**src/common/tp_diag_pkg.sv**
```systemverilog
// Constants, types and the behaviour summary for the transport and diagnostic block
// What this block does
// RULE_01: Payloads above 8 bytes go by transport protocol; others as one frame.
// RULE_02: Large message to address 255 is broadcast with the announce sequence.
// RULE_03: Directed large message opens a connection; target grants packets with CTS.
// RULE_04: Accept broadcast and directed large messages; hand over only when complete.
// RULE_05: At most one outgoing transport session at any moment.
// RULE_06: Pending large outgoing messages leave strictly first-in first-out.
// RULE_07: Track up to 35 incoming sessions, any mixture of both kinds.
// RULE_08: At the limit, ignore new announcements and refuse new connection requests.
// RULE_09: Keep an active and a previously-active table per remote unit, both readable.
// RULE_10: Both tables: one 16-bit header word, then a list of entries.
// RULE_11: Header lamps: protect 0-1, amber 2-3, red 4-5, malfunction 6-7.
// RULE_12: Header bits 8-14 hold entry count, bit 15 flags overflow.
// RULE_13: Non-zero update rate and timeout force the count field to 0xFF.
// RULE_14: Each entry is 4 bytes: SPN, FMI and occurrence count.
// RULE_15: Method 0: byte0 SPN16-18 and FMI, byte1 count, bytes2-3 SPN low.
// RULE_16: Received conversion-method flag goes into bit 7 of entry byte 1.
// RULE_17: Version 1: byte0 SPN0-2, byte2 SPN11-18, byte3 SPN3-10.
// RULE_18: Version 2: byte0 SPN0-2, byte2 SPN3-10, byte3 SPN11-18.
// RULE_19: Version 3: byte0 SPN16-18, bytes2-3 SPN low sixteen as method 0.
// RULE_20: Recovery off: after bus-off stay offline until power cycle.
// RULE_21: Recovery on: after bus-off reinitialise controller, then come back online.
// RULE_22: Non-zero update rate: timeout when the message misses that interval.
// RULE_23: Entry layout per remote unit is chosen by a configuration setting.
package tp_diag_pkg;
    localparam int          SF_MAX      = 8;
    localparam int          DT_BYTES    = 7;
    localparam logic [7:0]  GLOBAL_DA   = 8'h00FF;
    localparam int          RX_SESS_DEF = 35;
    localparam int          ENT_DEF     = 127;
    localparam int          HDR_CNT_LSB = 8;
    localparam int          HDR_OVF_BIT = 15;
    localparam logic [7:0]  TMO_MARK    = 8'h00FF;
    localparam int          CLK_HZ      = 125_000_000;
    localparam int          TICK_MS     = 1;
    localparam int          TICK_CYC    = CLK_HZ / 1000 * TICK_MS;

    typedef enum logic [1:0] {
        FK_SINGLE = 2'b00,
        FK_BAM    = 2'b01,
        FK_RTS    = 2'b10,
        FK_DT     = 2'b11
    } frm_kind_t;

    typedef enum logic [1:0] {
        ENC_M0 = 2'b00,
        ENC_V1 = 2'b01,
        ENC_V2 = 2'b10,
        ENC_V3 = 2'b11
    } enc_t;

    typedef struct packed {
        logic [7:0]  dest;
        logic [11:0] len;
    } tx_req_t;

    typedef struct packed {
        frm_kind_t   kind;
        logic [7:0]  dest;
        logic [7:0]  seq;
        logic [11:0] len;
    } frame_t;

    typedef struct packed {
        logic [18:0] spn;
        logic [4:0]  fmi;
        logic [6:0]  oc;
        logic        cm;
    } dtc_t;
endpackage : tp_diag_pkg

```
**src/rtl/tp_diag.sv**
```systemverilog
// Transport session engine, incoming session tracker, diagnostic tables, bus-off control
`timescale 1ns/100ps
module tp_diag import tp_diag_pkg::*; #(
    parameter int RX_SESS_MAX = RX_SESS_DEF,
    parameter int MAX_ENT     = ENT_DEF,
    parameter int TICK_CYCLES = TICK_CYC
) (
    input  wire logic             CLK,
    input  wire logic             RESET_N,
    input  wire tx_req_t          TXQ_DATA,
    input  wire logic             TXQ_VALID,
    output      logic             TXQ_READY,
    output      frame_t           FRM_DATA,
    output      logic             FRM_VALID,
    input  wire logic             FRM_READY,
    input  wire logic             CTS_IN,
    input  wire logic [7:0]       CTS_NUM,
    input  wire logic             EOMA_IN,
    input  wire logic             ABORT_IN,
    output      logic             TX_BUSY,
    input  wire logic             RX_OPEN,
    input  wire logic             RX_OPEN_RTS,
    input  wire logic             RX_CLOSE,
    input  wire logic             RX_DROP,
    output      logic             RX_CTS,
    output      logic             RX_DENY,
    output      logic             RX_MSG_DONE,
    output      logic [5:0]       RX_SESS,
    input  wire logic             DM_START,
    input  wire logic             DM_ENTRY,
    input  wire logic             DM_TBL,
    input  wire logic [7:0]       DM_LAMPS,
    input  wire dtc_t             DM_DTC,
    input  wire enc_t             ENC_SEL,
    input  wire logic [1:0][15:0] UPD_MS,
    output      logic [1:0][15:0] HDR,
    output      logic             ENT_WR,
    output      logic             ENT_TBL,
    output      logic [6:0]       ENT_IDX,
    output      logic [31:0]      ENT_DATA,
    input  wire logic             BUS_OFF,
    input  wire logic             RECOV_EN,
    input  wire logic             REINIT_DONE,
    output      logic             CAN_REINIT,
    output      logic             ONLINE
);
    if (RX_SESS_MAX < 1 || RX_SESS_MAX > 63) begin : g_chk_sess
        $error("RX_SESS_MAX out of range");
    end
    if (MAX_ENT < 1 || MAX_ENT > 127) begin : g_chk_ent
        $error("MAX_ENT out of range");
    end

    ////////////////////////////////////////////////////////////////////////////
    // Bus-off supervision
    typedef enum logic [1:0] {
        BO_ON     = 2'b00,
        BO_DEAD   = 2'b01,
        BO_REINIT = 2'b10
    } bo_t;
    bo_t  bo_r;
    logic boff_s1_r;
    logic boff_s2_r;

    always_ff @(posedge CLK or negedge RESET_N) begin
        if (!RESET_N) begin
            boff_s1_r <= 1'b0;
            boff_s2_r <= 1'b0;
        end else begin
            boff_s1_r <= BUS_OFF;
            boff_s2_r <= boff_s1_r;
        end
    end

    always_ff @(posedge CLK or negedge RESET_N) begin
        if (!RESET_N) begin
            bo_r <= BO_ON;
        end else begin
            unique case (bo_r)
                BO_ON: begin
                    // RULE_20 RULE_21 leave on bus-off
                    if (boff_s2_r) begin
                        bo_r <= RECOV_EN ? BO_REINIT : BO_DEAD;
                    end
                end
                // Only a reset, our power cycle, leaves this state
                BO_DEAD: bo_r <= BO_DEAD;
                BO_REINIT: begin
                    // RULE_21 back online
                    if (REINIT_DONE && !boff_s2_r) begin
                        bo_r <= BO_ON;
                    end
                end
                default: bo_r <= BO_DEAD;
            endcase
        end
    end
    assign ONLINE     = (bo_r == BO_ON);
    assign CAN_REINIT = (bo_r == BO_REINIT);

    a_dead_stays: assert property (@(posedge CLK) disable iff (!RESET_N) // RULE_20
        bo_r == BO_DEAD |=> !ONLINE && !FRM_VALID)
        else $error("offline state left");
    a_reinit_path: assert property (@(posedge CLK) disable iff (!RESET_N) // RULE_21
        ONLINE && boff_s2_r && RECOV_EN |=> CAN_REINIT)
        else $error("no reinit after bus-off");

    ////////////////////////////////////////////////////////////////////////////
    // Two-entry queue of all outgoing messages, single-frame ones included, a stalled engine backs up the source
    tx_req_t    q_mem_r [2];
    logic       q_wp_r;
    logic       q_rp_r;
    logic [1:0] q_cnt_r;
    logic       q_pop;
    logic       q_push;
    assign TXQ_READY = (q_cnt_r != 2'd2);
    assign q_push    = TXQ_VALID && TXQ_READY;

    // RULE_06 strict FIFO order
    always_ff @(posedge CLK or negedge RESET_N) begin
        if (!RESET_N) begin
            q_wp_r  <= 1'b0;
            q_rp_r  <= 1'b0;
            q_cnt_r <= 2'd0;
            q_mem_r <= '{default: '0};
        end else begin
            if (q_push) begin
                q_mem_r[q_wp_r] <= TXQ_DATA;
                q_wp_r          <= ~q_wp_r;
            end
            if (q_pop) begin
                q_rp_r <= ~q_rp_r;
            end
            q_cnt_r <= q_cnt_r + {1'b0, q_push} - {1'b0, q_pop};
        end
    end

    ////////////////////////////////////////////////////////////////////////////
    // Outgoing session engine, one session at a time
    typedef enum logic [1:0] {
        TX_IDLE = 2'b00,
        TX_DT   = 2'b01,
        TX_WCTS = 2'b10,
        TX_WEOM = 2'b11
    } tx_t;
    tx_t        tx_r;
    tx_req_t    cur_r;
    logic [7:0] tot_r;
    logic [7:0] seq_r;
    logic [7:0] grant_r;
    tx_req_t    head;
    logic       bam;
    logic [7:0] npkt;
    assign head = q_mem_r[q_rp_r];
    assign bam  = (cur_r.dest == GLOBAL_DA);
    assign npkt = 8'((head.len + 12'(DT_BYTES - 1)) / 12'(DT_BYTES));
    // RULE_05 no pop while a session runs
    assign q_pop   = (tx_r == TX_IDLE) && !FRM_VALID && q_cnt_r != 2'd0 && ONLINE;
    assign TX_BUSY = (tx_r != TX_IDLE);

    always_ff @(posedge CLK or negedge RESET_N) begin
        if (!RESET_N) begin
            tx_r      <= TX_IDLE;
            cur_r     <= '0;
            tot_r     <= 8'h0000;
            seq_r     <= 8'h0000;
            grant_r   <= 8'h0000;
            FRM_VALID <= 1'b0;
            FRM_DATA  <= '0;
        end else begin
            if ((FRM_VALID && FRM_READY) || !ONLINE) begin
                FRM_VALID <= 1'b0;
            end
            unique case (tx_r)
                TX_IDLE: begin
                    if (q_pop) begin
                        cur_r          <= head;
                        tot_r          <= npkt;
                        seq_r          <= 8'h0000;
                        FRM_VALID      <= 1'b1;
                        FRM_DATA.dest  <= head.dest;
                        FRM_DATA.len   <= head.len;
                        FRM_DATA.seq   <= 8'h0000;
                        // RULE_01 single frame or transport
                        if (head.len <= 12'(SF_MAX)) begin
                            FRM_DATA.kind <= FK_SINGLE;
                        // RULE_02 broadcast announce
                        end else if (head.dest == GLOBAL_DA) begin
                            FRM_DATA.kind <= FK_BAM;
                            grant_r       <= npkt;
                            tx_r          <= TX_DT;
                        // RULE_03 open connection
                        end else begin
                            FRM_DATA.kind <= FK_RTS;
                            tx_r          <= TX_WCTS;
                        end
                    end
                end
                TX_DT: begin
                    if (!ONLINE) begin
                        tx_r <= TX_IDLE;
                    end else if (!FRM_VALID) begin
                        FRM_VALID     <= 1'b1;
                        FRM_DATA.kind <= FK_DT;
                        FRM_DATA.seq  <= seq_r + 8'h0001;
                        seq_r         <= seq_r + 8'h0001;
                        grant_r       <= grant_r - 8'h0001;
                        if (seq_r + 8'h0001 == tot_r) begin
                            tx_r <= bam ? TX_IDLE : TX_WEOM;
                        // RULE_03 wait for next grant
                        end else if (grant_r == 8'h0001 && !bam) begin
                            tx_r <= TX_WCTS;
                        end
                    end
                end
                TX_WCTS: begin
                    if (ABORT_IN || !ONLINE) begin
                        tx_r <= TX_IDLE;
                    // A zero grant is a hold; keep waiting
                    end else if (CTS_IN && CTS_NUM != 8'h0000) begin
                        grant_r <= CTS_NUM;
                        tx_r    <= TX_DT;
                    end
                end
                TX_WEOM: begin
                    if (EOMA_IN || ABORT_IN || !ONLINE) begin
                        tx_r <= TX_IDLE;
                    end
                end
            endcase
        end
    end

    a_single_len: assert property (@(posedge CLK) disable iff (!RESET_N) // RULE_01
        q_pop && head.len <= 12'(SF_MAX) |=> FRM_VALID && FRM_DATA.kind == FK_SINGLE)
        else $error("short message not single frame");
    a_bam_dest: assert property (@(posedge CLK) disable iff (!RESET_N) // RULE_02
        q_pop && head.len > 12'(SF_MAX) && head.dest == GLOBAL_DA
        |=> FRM_DATA.kind == FK_BAM ##1 tx_r == TX_DT)
        else $error("broadcast not announced");
    a_rts_wait: assert property (@(posedge CLK) disable iff (!RESET_N) // RULE_03
        tx_r == TX_WCTS && !CTS_IN |=> tx_r != TX_DT)
        else $error("data sent without grant");
    a_one_sess: assert property (@(posedge CLK) disable iff (!RESET_N) // RULE_05
        TX_BUSY |=> q_cnt_r >= $past(q_cnt_r))
        else $error("second outgoing session");

    ////////////////////////////////////////////////////////////////////////////
    // Incoming session tracker
    logic full;
    logic open_ok;
    assign full    = (RX_SESS == 6'(RX_SESS_MAX));
    assign open_ok = RX_OPEN && !full && ONLINE;

    always_ff @(posedge CLK or negedge RESET_N) begin
        if (!RESET_N) begin
            RX_SESS     <= 6'd0;
            RX_CTS      <= 1'b0;
            RX_DENY     <= 1'b0;
            RX_MSG_DONE <= 1'b0;
        end else begin
            // RULE_07 count concurrent sessions
            RX_SESS <= RX_SESS + {5'd0, open_ok}
                       - {5'd0, (RX_CLOSE || RX_DROP) && RX_SESS != 6'd0};
            RX_CTS  <= open_ok && RX_OPEN_RTS;
            // RULE_08 refuse at limit, announcements dropped silently
            RX_DENY <= RX_OPEN && RX_OPEN_RTS && full && ONLINE;
            // RULE_04 hand over only complete messages
            RX_MSG_DONE <= RX_CLOSE && RX_SESS != 6'd0;
        end
    end

    a_sess_limit: assert property (@(posedge CLK) disable iff (!RESET_N) // RULE_07
        RX_SESS <= 6'(RX_SESS_MAX))
        else $error("session count above limit");
    a_deny_full: assert property (@(posedge CLK) disable iff (!RESET_N) // RULE_08
        RX_OPEN && RX_OPEN_RTS && full && ONLINE |=> RX_DENY && !RX_CTS)
        else $error("request not refused at limit");

    ////////////////////////////////////////////////////////////////////////////
    // Millisecond tick for update-rate supervision
    logic [$clog2(TICK_CYCLES+1)-1:0] tick_cnt_r;
    logic                             tick_r;

    always_ff @(posedge CLK or negedge RESET_N) begin
        if (!RESET_N) begin
            tick_cnt_r <= '0;
            tick_r     <= 1'b0;
        end else begin
            tick_r     <= (tick_cnt_r == '0);
            tick_cnt_r <= (tick_cnt_r == '0) ? ($bits(tick_cnt_r))'(TICK_CYCLES - 1)
                                             : tick_cnt_r - 1'b1;
        end
    end

    ////////////////////////////////////////////////////////////////////////////
    // Entry encoding, byte 0 in the low bits
    function automatic logic [31:0] pack_ent(dtc_t d, enc_t e);
        logic [7:0] b0;
        logic [7:0] b2;
        logic [7:0] b3;
        b0 = {d.fmi, d.spn[18:16]};
        b2 = d.spn[7:0];
        b3 = d.spn[15:8];
        // RULE_17 RULE_18 low SPN bits beside FMI
        if (e == ENC_V1 || e == ENC_V2) begin
            b0 = {d.fmi, d.spn[2:0]};
            b2 = (e == ENC_V1) ? d.spn[18:11] : d.spn[10:3];
            b3 = (e == ENC_V1) ? d.spn[10:3] : d.spn[18:11];
        end
        // RULE_14 RULE_15 RULE_16 RULE_19 four-byte entry
        return {b3, b2, d.cm, d.oc, b0};
    endfunction : pack_ent

    logic [1:0][6:0]  ent_cnt_r;
    logic [1:0]       ovf_r;
    logic [1:0][7:0]  lamp_r;
    logic [1:0][15:0] age_r;
    logic [1:0]       tmo_r;

    // RULE_23 layout from configuration
    always_ff @(posedge CLK or negedge RESET_N) begin
        if (!RESET_N) begin
            ENT_WR   <= 1'b0;
            ENT_TBL  <= 1'b0;
            ENT_IDX  <= 7'd0;
            ENT_DATA <= 32'h0000_0000;
        end else begin
            ENT_WR <= 1'b0;
            if (DM_ENTRY && ent_cnt_r[DM_TBL] < 7'(MAX_ENT)) begin
                ENT_WR   <= 1'b1;
                ENT_TBL  <= DM_TBL;
                ENT_IDX  <= ent_cnt_r[DM_TBL];
                ENT_DATA <= pack_ent(DM_DTC, ENC_SEL);
            end
        end
    end

    ////////////////////////////////////////////////////////////////////////////
    // Active and previously-active tables, index 0 and 1
    for (genvar t = 0; t < 2; t++) begin : g_tbl
        logic hit_start;
        logic hit_ent;
        assign hit_start = DM_START && DM_TBL == 1'(t);
        assign hit_ent   = DM_ENTRY && DM_TBL == 1'(t);

        // RULE_09 RULE_12 count and overflow per table
        always_ff @(posedge CLK or negedge RESET_N) begin
            if (!RESET_N) begin
                ent_cnt_r[t] <= 7'd0;
                ovf_r[t]     <= 1'b0;
                lamp_r[t]    <= 8'h0000;
            end else if (hit_start) begin
                ent_cnt_r[t] <= 7'd0;
                ovf_r[t]     <= 1'b0;
                lamp_r[t]    <= DM_LAMPS;
            end else if (hit_ent) begin
                if (ent_cnt_r[t] < 7'(MAX_ENT)) begin
                    ent_cnt_r[t] <= ent_cnt_r[t] + 7'd1;
                end else begin
                    ovf_r[t] <= 1'b1;
                end
            end
        end

        // RULE_22 missed interval declares timeout
        always_ff @(posedge CLK or negedge RESET_N) begin
            if (!RESET_N) begin
                age_r[t] <= 16'h0000;
                tmo_r[t] <= 1'b0;
            end else if (hit_start) begin
                age_r[t] <= 16'h0000;
                tmo_r[t] <= 1'b0;
            end else if (tick_r && UPD_MS[t] != 16'h0000) begin
                age_r[t] <= (age_r[t] == 16'hFFFF) ? age_r[t] : age_r[t] + 16'h0001;
                if (age_r[t] + 16'h0001 >= UPD_MS[t]) begin
                    tmo_r[t] <= 1'b1;
                end
            end
        end

        // RULE_10 RULE_11 RULE_13 header word
        assign HDR[t] = (tmo_r[t] && UPD_MS[t] != 16'h0000) ? {TMO_MARK, lamp_r[t]}
                                                          : {ovf_r[t], ent_cnt_r[t], lamp_r[t]};

        a_hdr_tmo: assert property (@(posedge CLK) disable iff (!RESET_N) // RULE_13
            tick_r && UPD_MS[t] == 16'h0001 && !hit_start
            |=> HDR[t][HDR_OVF_BIT:HDR_CNT_LSB] == TMO_MARK || UPD_MS[t] == 16'h0000)
            else $error("timeout not shown in header");
    end

    a_ent_layout: assert property (@(posedge CLK) disable iff (!RESET_N) // RULE_15
        DM_ENTRY && ENC_SEL == ENC_M0 && ent_cnt_r[DM_TBL] < 7'(MAX_ENT)
        |=> ENT_WR && ENT_DATA[31:16] == $past(DM_DTC.spn[15:0])
            && ENT_DATA[15] == $past(DM_DTC.cm))
        else $error("method 0 entry layout wrong");
endmodule : tp_diag

```
**config.mk**
```make
export PLATFORM = sky130hd
export DESIGN_NAME = tp_diag
export DESIGN_NICKNAME = d
export VERILOG_FILES = /design/src/common/tp_diag_pkg.sv /design/src/rtl/tp_diag.sv
export SDC_FILE = /design/constraint.sdc
export NUM_CORES = 1
export LEC_CHECK = 0
export ABC_AREA = 1
export BUFFER_PORTS_ARGS = -buffer_cell sky130_fd_sc_hd__buf_2
export CAP_MARGIN = 0
export CORE_AREA = 2 2 174 176
export DETAILED_ROUTE_END_ITERATION = 7
export DIE_AREA = 0 0 176 178
export PLACE_DENSITY = 0.66
export SLEW_MARGIN = 20
export SYNTH_ARGS = -nofsm -noshare
export SYNTH_HDL_FRONTEND = slang
export SYNTH_SLANG_ARGS = --single-unit
```
**constraint.sdc**
```tcl
create_clock -name CLK -period 13.3 [get_ports CLK]
set_clock_uncertainty 0.1 [all_clocks]
set_input_delay 2.66 -clock CLK [delete_from_list [all_inputs] [get_ports CLK]]
set_output_delay 2.66 -clock CLK [all_outputs]
set_load 0.05 [all_outputs]
```
After elaboration in Yosys (flattened, before gate mapping)

Cells that the tools add are included.
Widths: inputs -> output; s select.

Add/sub/neg operators: 12
Reductions and logical operators: 69
Bitwise logic cells: 5
$lt $le $gt $ge: 10
Equality and inequality tests: 31
Div/mod/pow operators: 1
Mux-type cells: 80

Operators with widths:

| kind                  | count |
|---|---|
| $mux 16               | 8 |
| $mux 8                | 14 |
| $mux 20               | 4 |
| $mux 7                | 8 |
| $bwmux 40             | 1 |
| $mux 2                | 17 |
| $add 16x1->16 const B | 2 |
| $eq 16x16->1 const B  | 2 |
| $ge 16x16->1          | 2 |
| $pmux 8 s2            | 2 |
| $reduce_bool 16->1    | 2 |
| $mux 30               | 1 |
| $logic_and 1x1->1     | 26 |
| $ne 2x2->1 const B    | 12 |
| $pmux 8 s3            | 1 |
| $reduce_bool 2->1     | 11 |
| $lt 7x7->1 const B    | 3 |
| $demux 20 s1          | 1 |
| $reduce_and 2->1      | 10 |
| $logic_not 17->1      | 1 |
| $mux 1                | 17 |
| $mux 17               | 1 |
| $sub 17x1->17 const B | 1 |
| $eq 8x8->1 const B    | 2 |
| 36 further kinds      | 59 |

Register bits after elaboration: 239
Input bits: 119
Logic and storage cells: 247
Output and inout port bits: 117

Longest topological paths before layout

Gate-level depths: netlist of the first run.

Word-level depth: 10
Gate-level depth with buffers: 47
Mapped depth without buffers: 46

Least setup slack after synthesis of the first run

OpenSTA, ideal clock, no wires.

Path type: input to output
Start: input port UPD_MS[0] (netlist bit)
End: output port HDR[10] (netlist bit)
Buffers on the path: 0
Arrival: 3.577 ns
Stages on the path: 4
Data required time: 10.540 ns
Slack: 6.963 ns
Path through: nor4_1 nand4_1 nand2_1 nand2_1

RTL lines:

| item               | line          | source |
|---|---|---|
| start: declaration | tp_diag.sv:35 | `input wire logic [1:0][15:0] UPD_MS,` |
| end: declaration   | tp_diag.sv:36 | `output logic [1:0][15:0] HDR,` |

==> results_dict.tcl, run 1 <==
set metrics [dict create \
    final_common_cell "nand2_1" \
    syn_area_mm2 0.01316 \
    drive_gt1_share_pct 18.81 \
    avgSynthCellArea_um2 7.821 \
    clockBufferDepth 3 \
    cp_slowest_stage_delay_ns 0.35 \
    critPathMaxFanout 8 \
    dr_total_vias 11666 \
    row_count 63 \
    core_area_mm2 0.02940 \
    grt_usage_pct 21.23 \
    final_cell_mix "423 x nand2_1, 257 x inv_1, 234 x buf_2" \
    die_y_um 178 \
    synth-seq-area-share_pct 43.94 \
    slew_viol_final 0 \
    yosysTopAreaCell "dfrtp_1" \
    nNetsFinal 2091 \
    netlist_instances 1682 \
    whs_ns 0.2548 \
    grt_pass1_vias 11440 \
    swShare_pct 50.04 \
    synth-edff-count 0 \
    hold_viol 0 \
    grt_pass1_wl_mm 54.72 \
    grt_max_degree 114 \
    cp-end-kind "output pin" \
    cp_data_required_time_ns 10.54 \
    antenna_found_initial 2 \
    switchingPower_w 0.002065 \
    io_buffers 235 \
    dieArea_mm2 0.03133 \
    ir_drop_uv 295.7 \
    worstHoldPathType "reg -> reg" \
    cts_hold_buffers 0 \
    die_x_um 176 \
    clkTransAtPathRegs_ns 0.06 \
    clk_latency_ns 0.52 \
    cts.sinks 231 \
    ios 236 \
    htreeDepth 1 \
    cts_made_buffers 27 \
    setup_tns_ns 0 \
    synthArstFlopShare_pct 100.0 \
    powerDensity_mw_per_mm2 265.4 \
    yosys-top-cells-area "dfrtp_1 44%, nand2_1 12%, inv_1 7.3%" \
    wl_mm 33.18 \
    p_clk_share_pct 17.3 \
    place.gp.congestion 0.8555 \
    period_share_pct 50.97 \
    drtAntennaViolNets 0 \
    ys_ff_latch 231 \
    yosysWarnings 0 \
    dr.pass1.iters 7 \
    slew_headroom_pct 28.91 \
    cts_tree "built" \
    internal-power_w 0.002062 \
    remaining_drc_errors 0 \
    wl_per_cell_um 14.33 \
    synth_cell_types 56 \
    cp_slowest_cell "nor4_1" \
    criticalPathCategory "in -> out" \
    leakagePower_nw 8.413 \
    cts_root_buf "clkbuf_16" \
    pwr-share-seq_pct 23.5 \
    routed_via_density 5.039 \
    setup_viol 0 \
    cts_setup_buffers 0 \
    synth_top_area_share_pct 43.94 \
    ys.flop_type "dfrtp_1" \
    crit_path_start_kind "input pin" \
    grt_setup_unrepaired "false" \
    min_period_ns 6.780 \
    cts-resized-gates 0 \
    crit_chain "buf_2 -> nor4_1 -> nand4_1 -> nand2_1 -> nand2_1 -> buf_2" \
    cap_violations 0 \
    worst_slack_ns 6.520 \
    syn2layout_area_growth_pct 18.22 \
    syn_nets 1863 \
    combPwrFrac_pct 59.2 \
    status "finished, final reports clean" \
    pre_cts_slack_ns 6.548 \
    grt_overflow 0 \
    crit_arrival_ns 4.02 \
    dp_hpwl_mm 24.71 \
    worst_slew_pin_slew_ns 1.065 \
    max_freq_ghz 0.1475 \
    floorplan.initialDensity_pct 44.74 \
    initialDrtViolationCount 593 \
]
[synthesized netlist by cell type, drive strengths merged, types with 13 or more instances]
cell and count:
ha 61, nor3 23, nor2 98, nand4 22, nand3 68, o21ai 190, nand2 463, inv 267
o22ai 20, xnor2 13, xor2 37, nor4 22, clkbuf 38, a21oi 49, dfrtp 231
[per-stage QoR]
step,utilization (%),cell area (µm²),power [W],cells
after floorplan,-,13160,0.002899,1682
after global placement,50.02,14710,0.003355,2271
after detailed placement,50.02,14710,0.003413,2271
after CTS,52.89,15550,0.004151,2314
after global routing,52.90,15550,0.004494,2315
final,52.90,15550,0.004127,2315
[metal layers]
layer	routed length, µm	GRT usage, %	vias to the layer above	part of all wire, %
li1	-	-	5869	-
met1	15260	28.43	5465	46
met2	15520	36.34	272	47
met3	1591	2.707	58	4.8
met4	798	5.923	2	2.4
met5	8	0	-	0.024
[power groups by stage]
stage	Sequential, W	Clock, W	Combinational (W)
4_1_cts	0.000971	0.000734	0.00245
3_5_place_dp	0.000981	0	0.00243
2_1_floorplan	0.00118	0	0.00172
3_3_place_gp	0.000974	0	0.00238
6_report	0.000971	0.000713	0.00244
5_1_grt	0.000991	0.000762	0.00274
[area by class of cell]
class | instances | area (µm²)
clock inverters | 5 | 75.07
multi-input cells | 1134 | 6165
clock buffers | 38 | 767.0
well taps | 390 | 488.0
inverters | 272 | 1021
fillers | 2859 | 13850
flip-flops and latches | 231 | 5781
repair buffers | 244 | 1254
diodes | 1 | 2.502
[worst paths after layout]
check	startpoint	endpoint	slack [ns]	cells after the start
max	UPD_MS[12]	HDR[11]	6.52	6
min	boff_s1_r$_DFF_PN0_	boff_s2_r$_DFF_PN0_	0.25	0
max reg2reg	q_rp_r$_DFFE_PN0P_	tot_r[0]$_DFFE_PN0P_	7.47	43
min reg2reg	boff_s1_r$_DFF_PN0_	boff_s2_r$_DFF_PN0_	0.25	0
max in group asynchronous	RESET_N	q_mem_r[36]$_DFFE_PN0P_	8.88	3
min in group asynchronous	RESET_N	ENT_DATA[15]$_DFFE_PN0P_	2.11	1
[sequential cells by signal, indices dropped and copies added, names as in the netlist, 8 cells and up]
signal / cells
grant_r: 8
age_r: 32
cur_r: 8
q_mem_r: 40
ent_cnt_r: 14
tick_cnt_r: 17
lamp_r: 16
tot_r: 8
ENT_DATA: 32
FRM_DATA: 22
[kinds of logic (layout without fill, tap and decap cells)]
group / Yosys count / after routing / share of synthesized area [%]
muxes: 7 / 7 / 0.5326
AOI/OAI and AO/OA: 308 / 308 / 13.13
xor gates and xnor gates: 50 / 50 / 3.329
DFF: 231 / 231 / 43.94
buffers and inverters: 317 / 559 / 9.197
adders and majority gates: 62 / 62 / 5.954
other: 0 / 1 / 0
and+or+nand+nor: 707 / 707 / 23.91
[worst max-delay path, delay by kind of cell]
family / cells / cell delay, ns
simple gates: 4 / 1.02
buf+inv: 2 / 0.33
No activity file was read; power rests on OpenSTA's default activity.
==> inputs of run 2 (changes only) <==
- clock period: 13.3 -> 7 ns (I/O delays scaled with it)
==> results_dict.tcl, run 2 (synthesis gave the netlist of run 1 again) <==
set metrics [dict create \
    status "finished, final reports clean" \
    fill_cells 2759 \
    cp_slowest_cell "dfrtp_1" \
    cp_data_required_time_ns 7.29 \
    hold_viol 0 \
    grt_pass1_vias 11224 \
    worstHoldPathType "reg -> reg" \
    largestRegisters "q_mem_r: 40 flops, ENT_DATA: 32 flops, age_r: 32 flops" \
    cts_root_buf "clkbuf_16" \
    cts_made_buffers 27 \
    pwr-share-seq_pct 23.5 \
    dp_hpwl_mm 24.56 \
    core_area_mm2 0.02940 \
    htreeDepth 1 \
    swShare_pct 49.72 \
    cts_tree "built" \
    die_x_um 176 \
    largest-register "q_mem_r" \
    die_y_um 178 \
    antenna_found_initial 1 \
    clockBufferDepth 3 \
    ir_drop_uv 383.2 \
    slew_viol_final 0 \
    routed_via_density 5.023 \
    clk_latency_ns 0.53 \
    final_cell_mix "423 x nand2_1, 257 x inv_1, 234 x buf_2" \
    cts.sinks 231 \
    grt_setup_unrepaired "false" \
    max_freq_ghz 0.1811 \
    final_common_cell "nand2_1" \
    syn2layout_area_growth_pct 18.78 \
    multi_input_area_mm2 0.006165 \
    wl_per_cell_um 14.23 \
    antenna_cells 0 \
    cts-resized-gates 0 \
    dr.pass1.iters 8 \
    leakagePower_nw 8.443 \
    clkTransAtPathRegs_ns 0.06 \
    floorplan.initialDensity_pct 44.74 \
    min_period_ns 5.522 \
    remaining_drc_errors 0 \
    nNetsFinal 2091 \
    critPathMaxFanout 24 \
    setup_viol 0 \
    criticalPathCategory "reg -> reg" \
    internal-power_w 0.003969 \
    crit_arrival_ns 5.81 \
    grt_pass1_wl_mm 54.14 \
    largest_register_ffs 40 \
    cpMostUsedCell "nand2_2" \
    cp_slowest_stage_delay_ns 0.32 \
    period_share_pct 78.88 \
    setup_tns_ns 0 \
    row_count 63 \
    switchingPower_w 0.003925 \
    grt_max_degree 117 \
    whs_ns 0.2572 \
    initialDrtViolationCount 656 \
    place.gp.congestion 0.8930 \
    dr_total_vias 11654 \
    slew_headroom_pct 27.45 \
    seqCellArea_mm2 0.005781 \
    ios 236 \
    cts_setup_buffers 0 \
    p_clk_share_pct 18.1 \
    cts_hold_buffers 0 \
    wl_mm 33.01 \
    worst_slew_pin_slew_ns 1.087 \
    power.total_w 0.007894 \
    drtAntennaViolNets 0 \
    dieArea_mm2 0.03133 \
    grt_usage_pct 20.92 \
    drive_gt1_share_pct 19.17 \
    cp-end-kind "flip-flop" \
    powerDensity_mw_per_mm2 505.2 \
    grt_overflow 0 \
    combPwrFrac_pct 58.4 \
    cap_violations 0 \
    io_buffers 235 \
    crit_path_start_kind "flip-flop" \
]
-- run 2: path summary, 6_finish.rpt --
kind,from,to,slack (ns),cells after the start
min,boff_s1_r$_DFF_PN0_,boff_s2_r$_DFF_PN0_,0.26,0
max reg2reg,q_rp_r$_DFFE_PN0P_,tot_r[0]$_DFFE_PN0P_,1.48,45
max,q_rp_r$_DFFE_PN0P_,tot_r[0]$_DFFE_PN0P_,1.48,45
max in group asynchronous,RESET_N,q_mem_r[3]$_DFFE_PN0P_,4.54,2
min in group asynchronous,RESET_N,ENT_DATA[15]$_DFFE_PN0P_,0.79,1
min reg2reg,boff_s1_r$_DFF_PN0_,boff_s2_r$_DFF_PN0_,0.26,0
-- run 2: metal layers --
metal,share of wire (%),GRT usage [%],up-vias
li1,-,-,5874
met2,46,35.50,291
met4,1.9,5.131,2
met3,5.0,2.856,50
met5,0.021,0,-
met1,47,28.42,5437
-- run 2: area by class of cell --
type | count | share of cell area (%)
clock buffer | 40 | 5.213
inverter | 272 | 6.534
sequential | 231 | 37.00
timing repair buffer | 244 | 8.024
tap | 390 | 3.123
clock inverter | 9 | 0.6566
multi-input combinational | 1134 | 39.45
-- run 2: through the flow --
stage	cell area (µm²)	utilization, %	cells	setup WS [ns]
finish	15630	53.14	2320	1.478
CTS	15630	53.14	2320	1.502
detailed placement	14710	50.02	2271	1.529
floorplan	13160	-	1682	2.465
global route	15630	53.14	2320	0.8668
global placement	14710	50.02	2271	1.847
-- run 2: power by group through the flow --
stage / sequential (W) / combinational [W] / clock, W
finish: 0.00185 / 0.00461 / 0.00143
global route: 0.00189 / 0.00516 / 0.00152
CTS: 0.00185 / 0.00460 / 0.00147
detailed placement: 0.00187 / 0.00457 / 0
global placement: 0.00187 / 0.00438 / 0
floorplan: 0.00224 / 0.00327 / 0
-- run 2: critical path, delay by kind of cell (launching register included) --
family,cells,cell delay [ns]
buf+inv,5,0.71
fa+ha+maj,2,0.53
flops,1,0.32
simple gates,36,3.50
compound gates,2,0.19
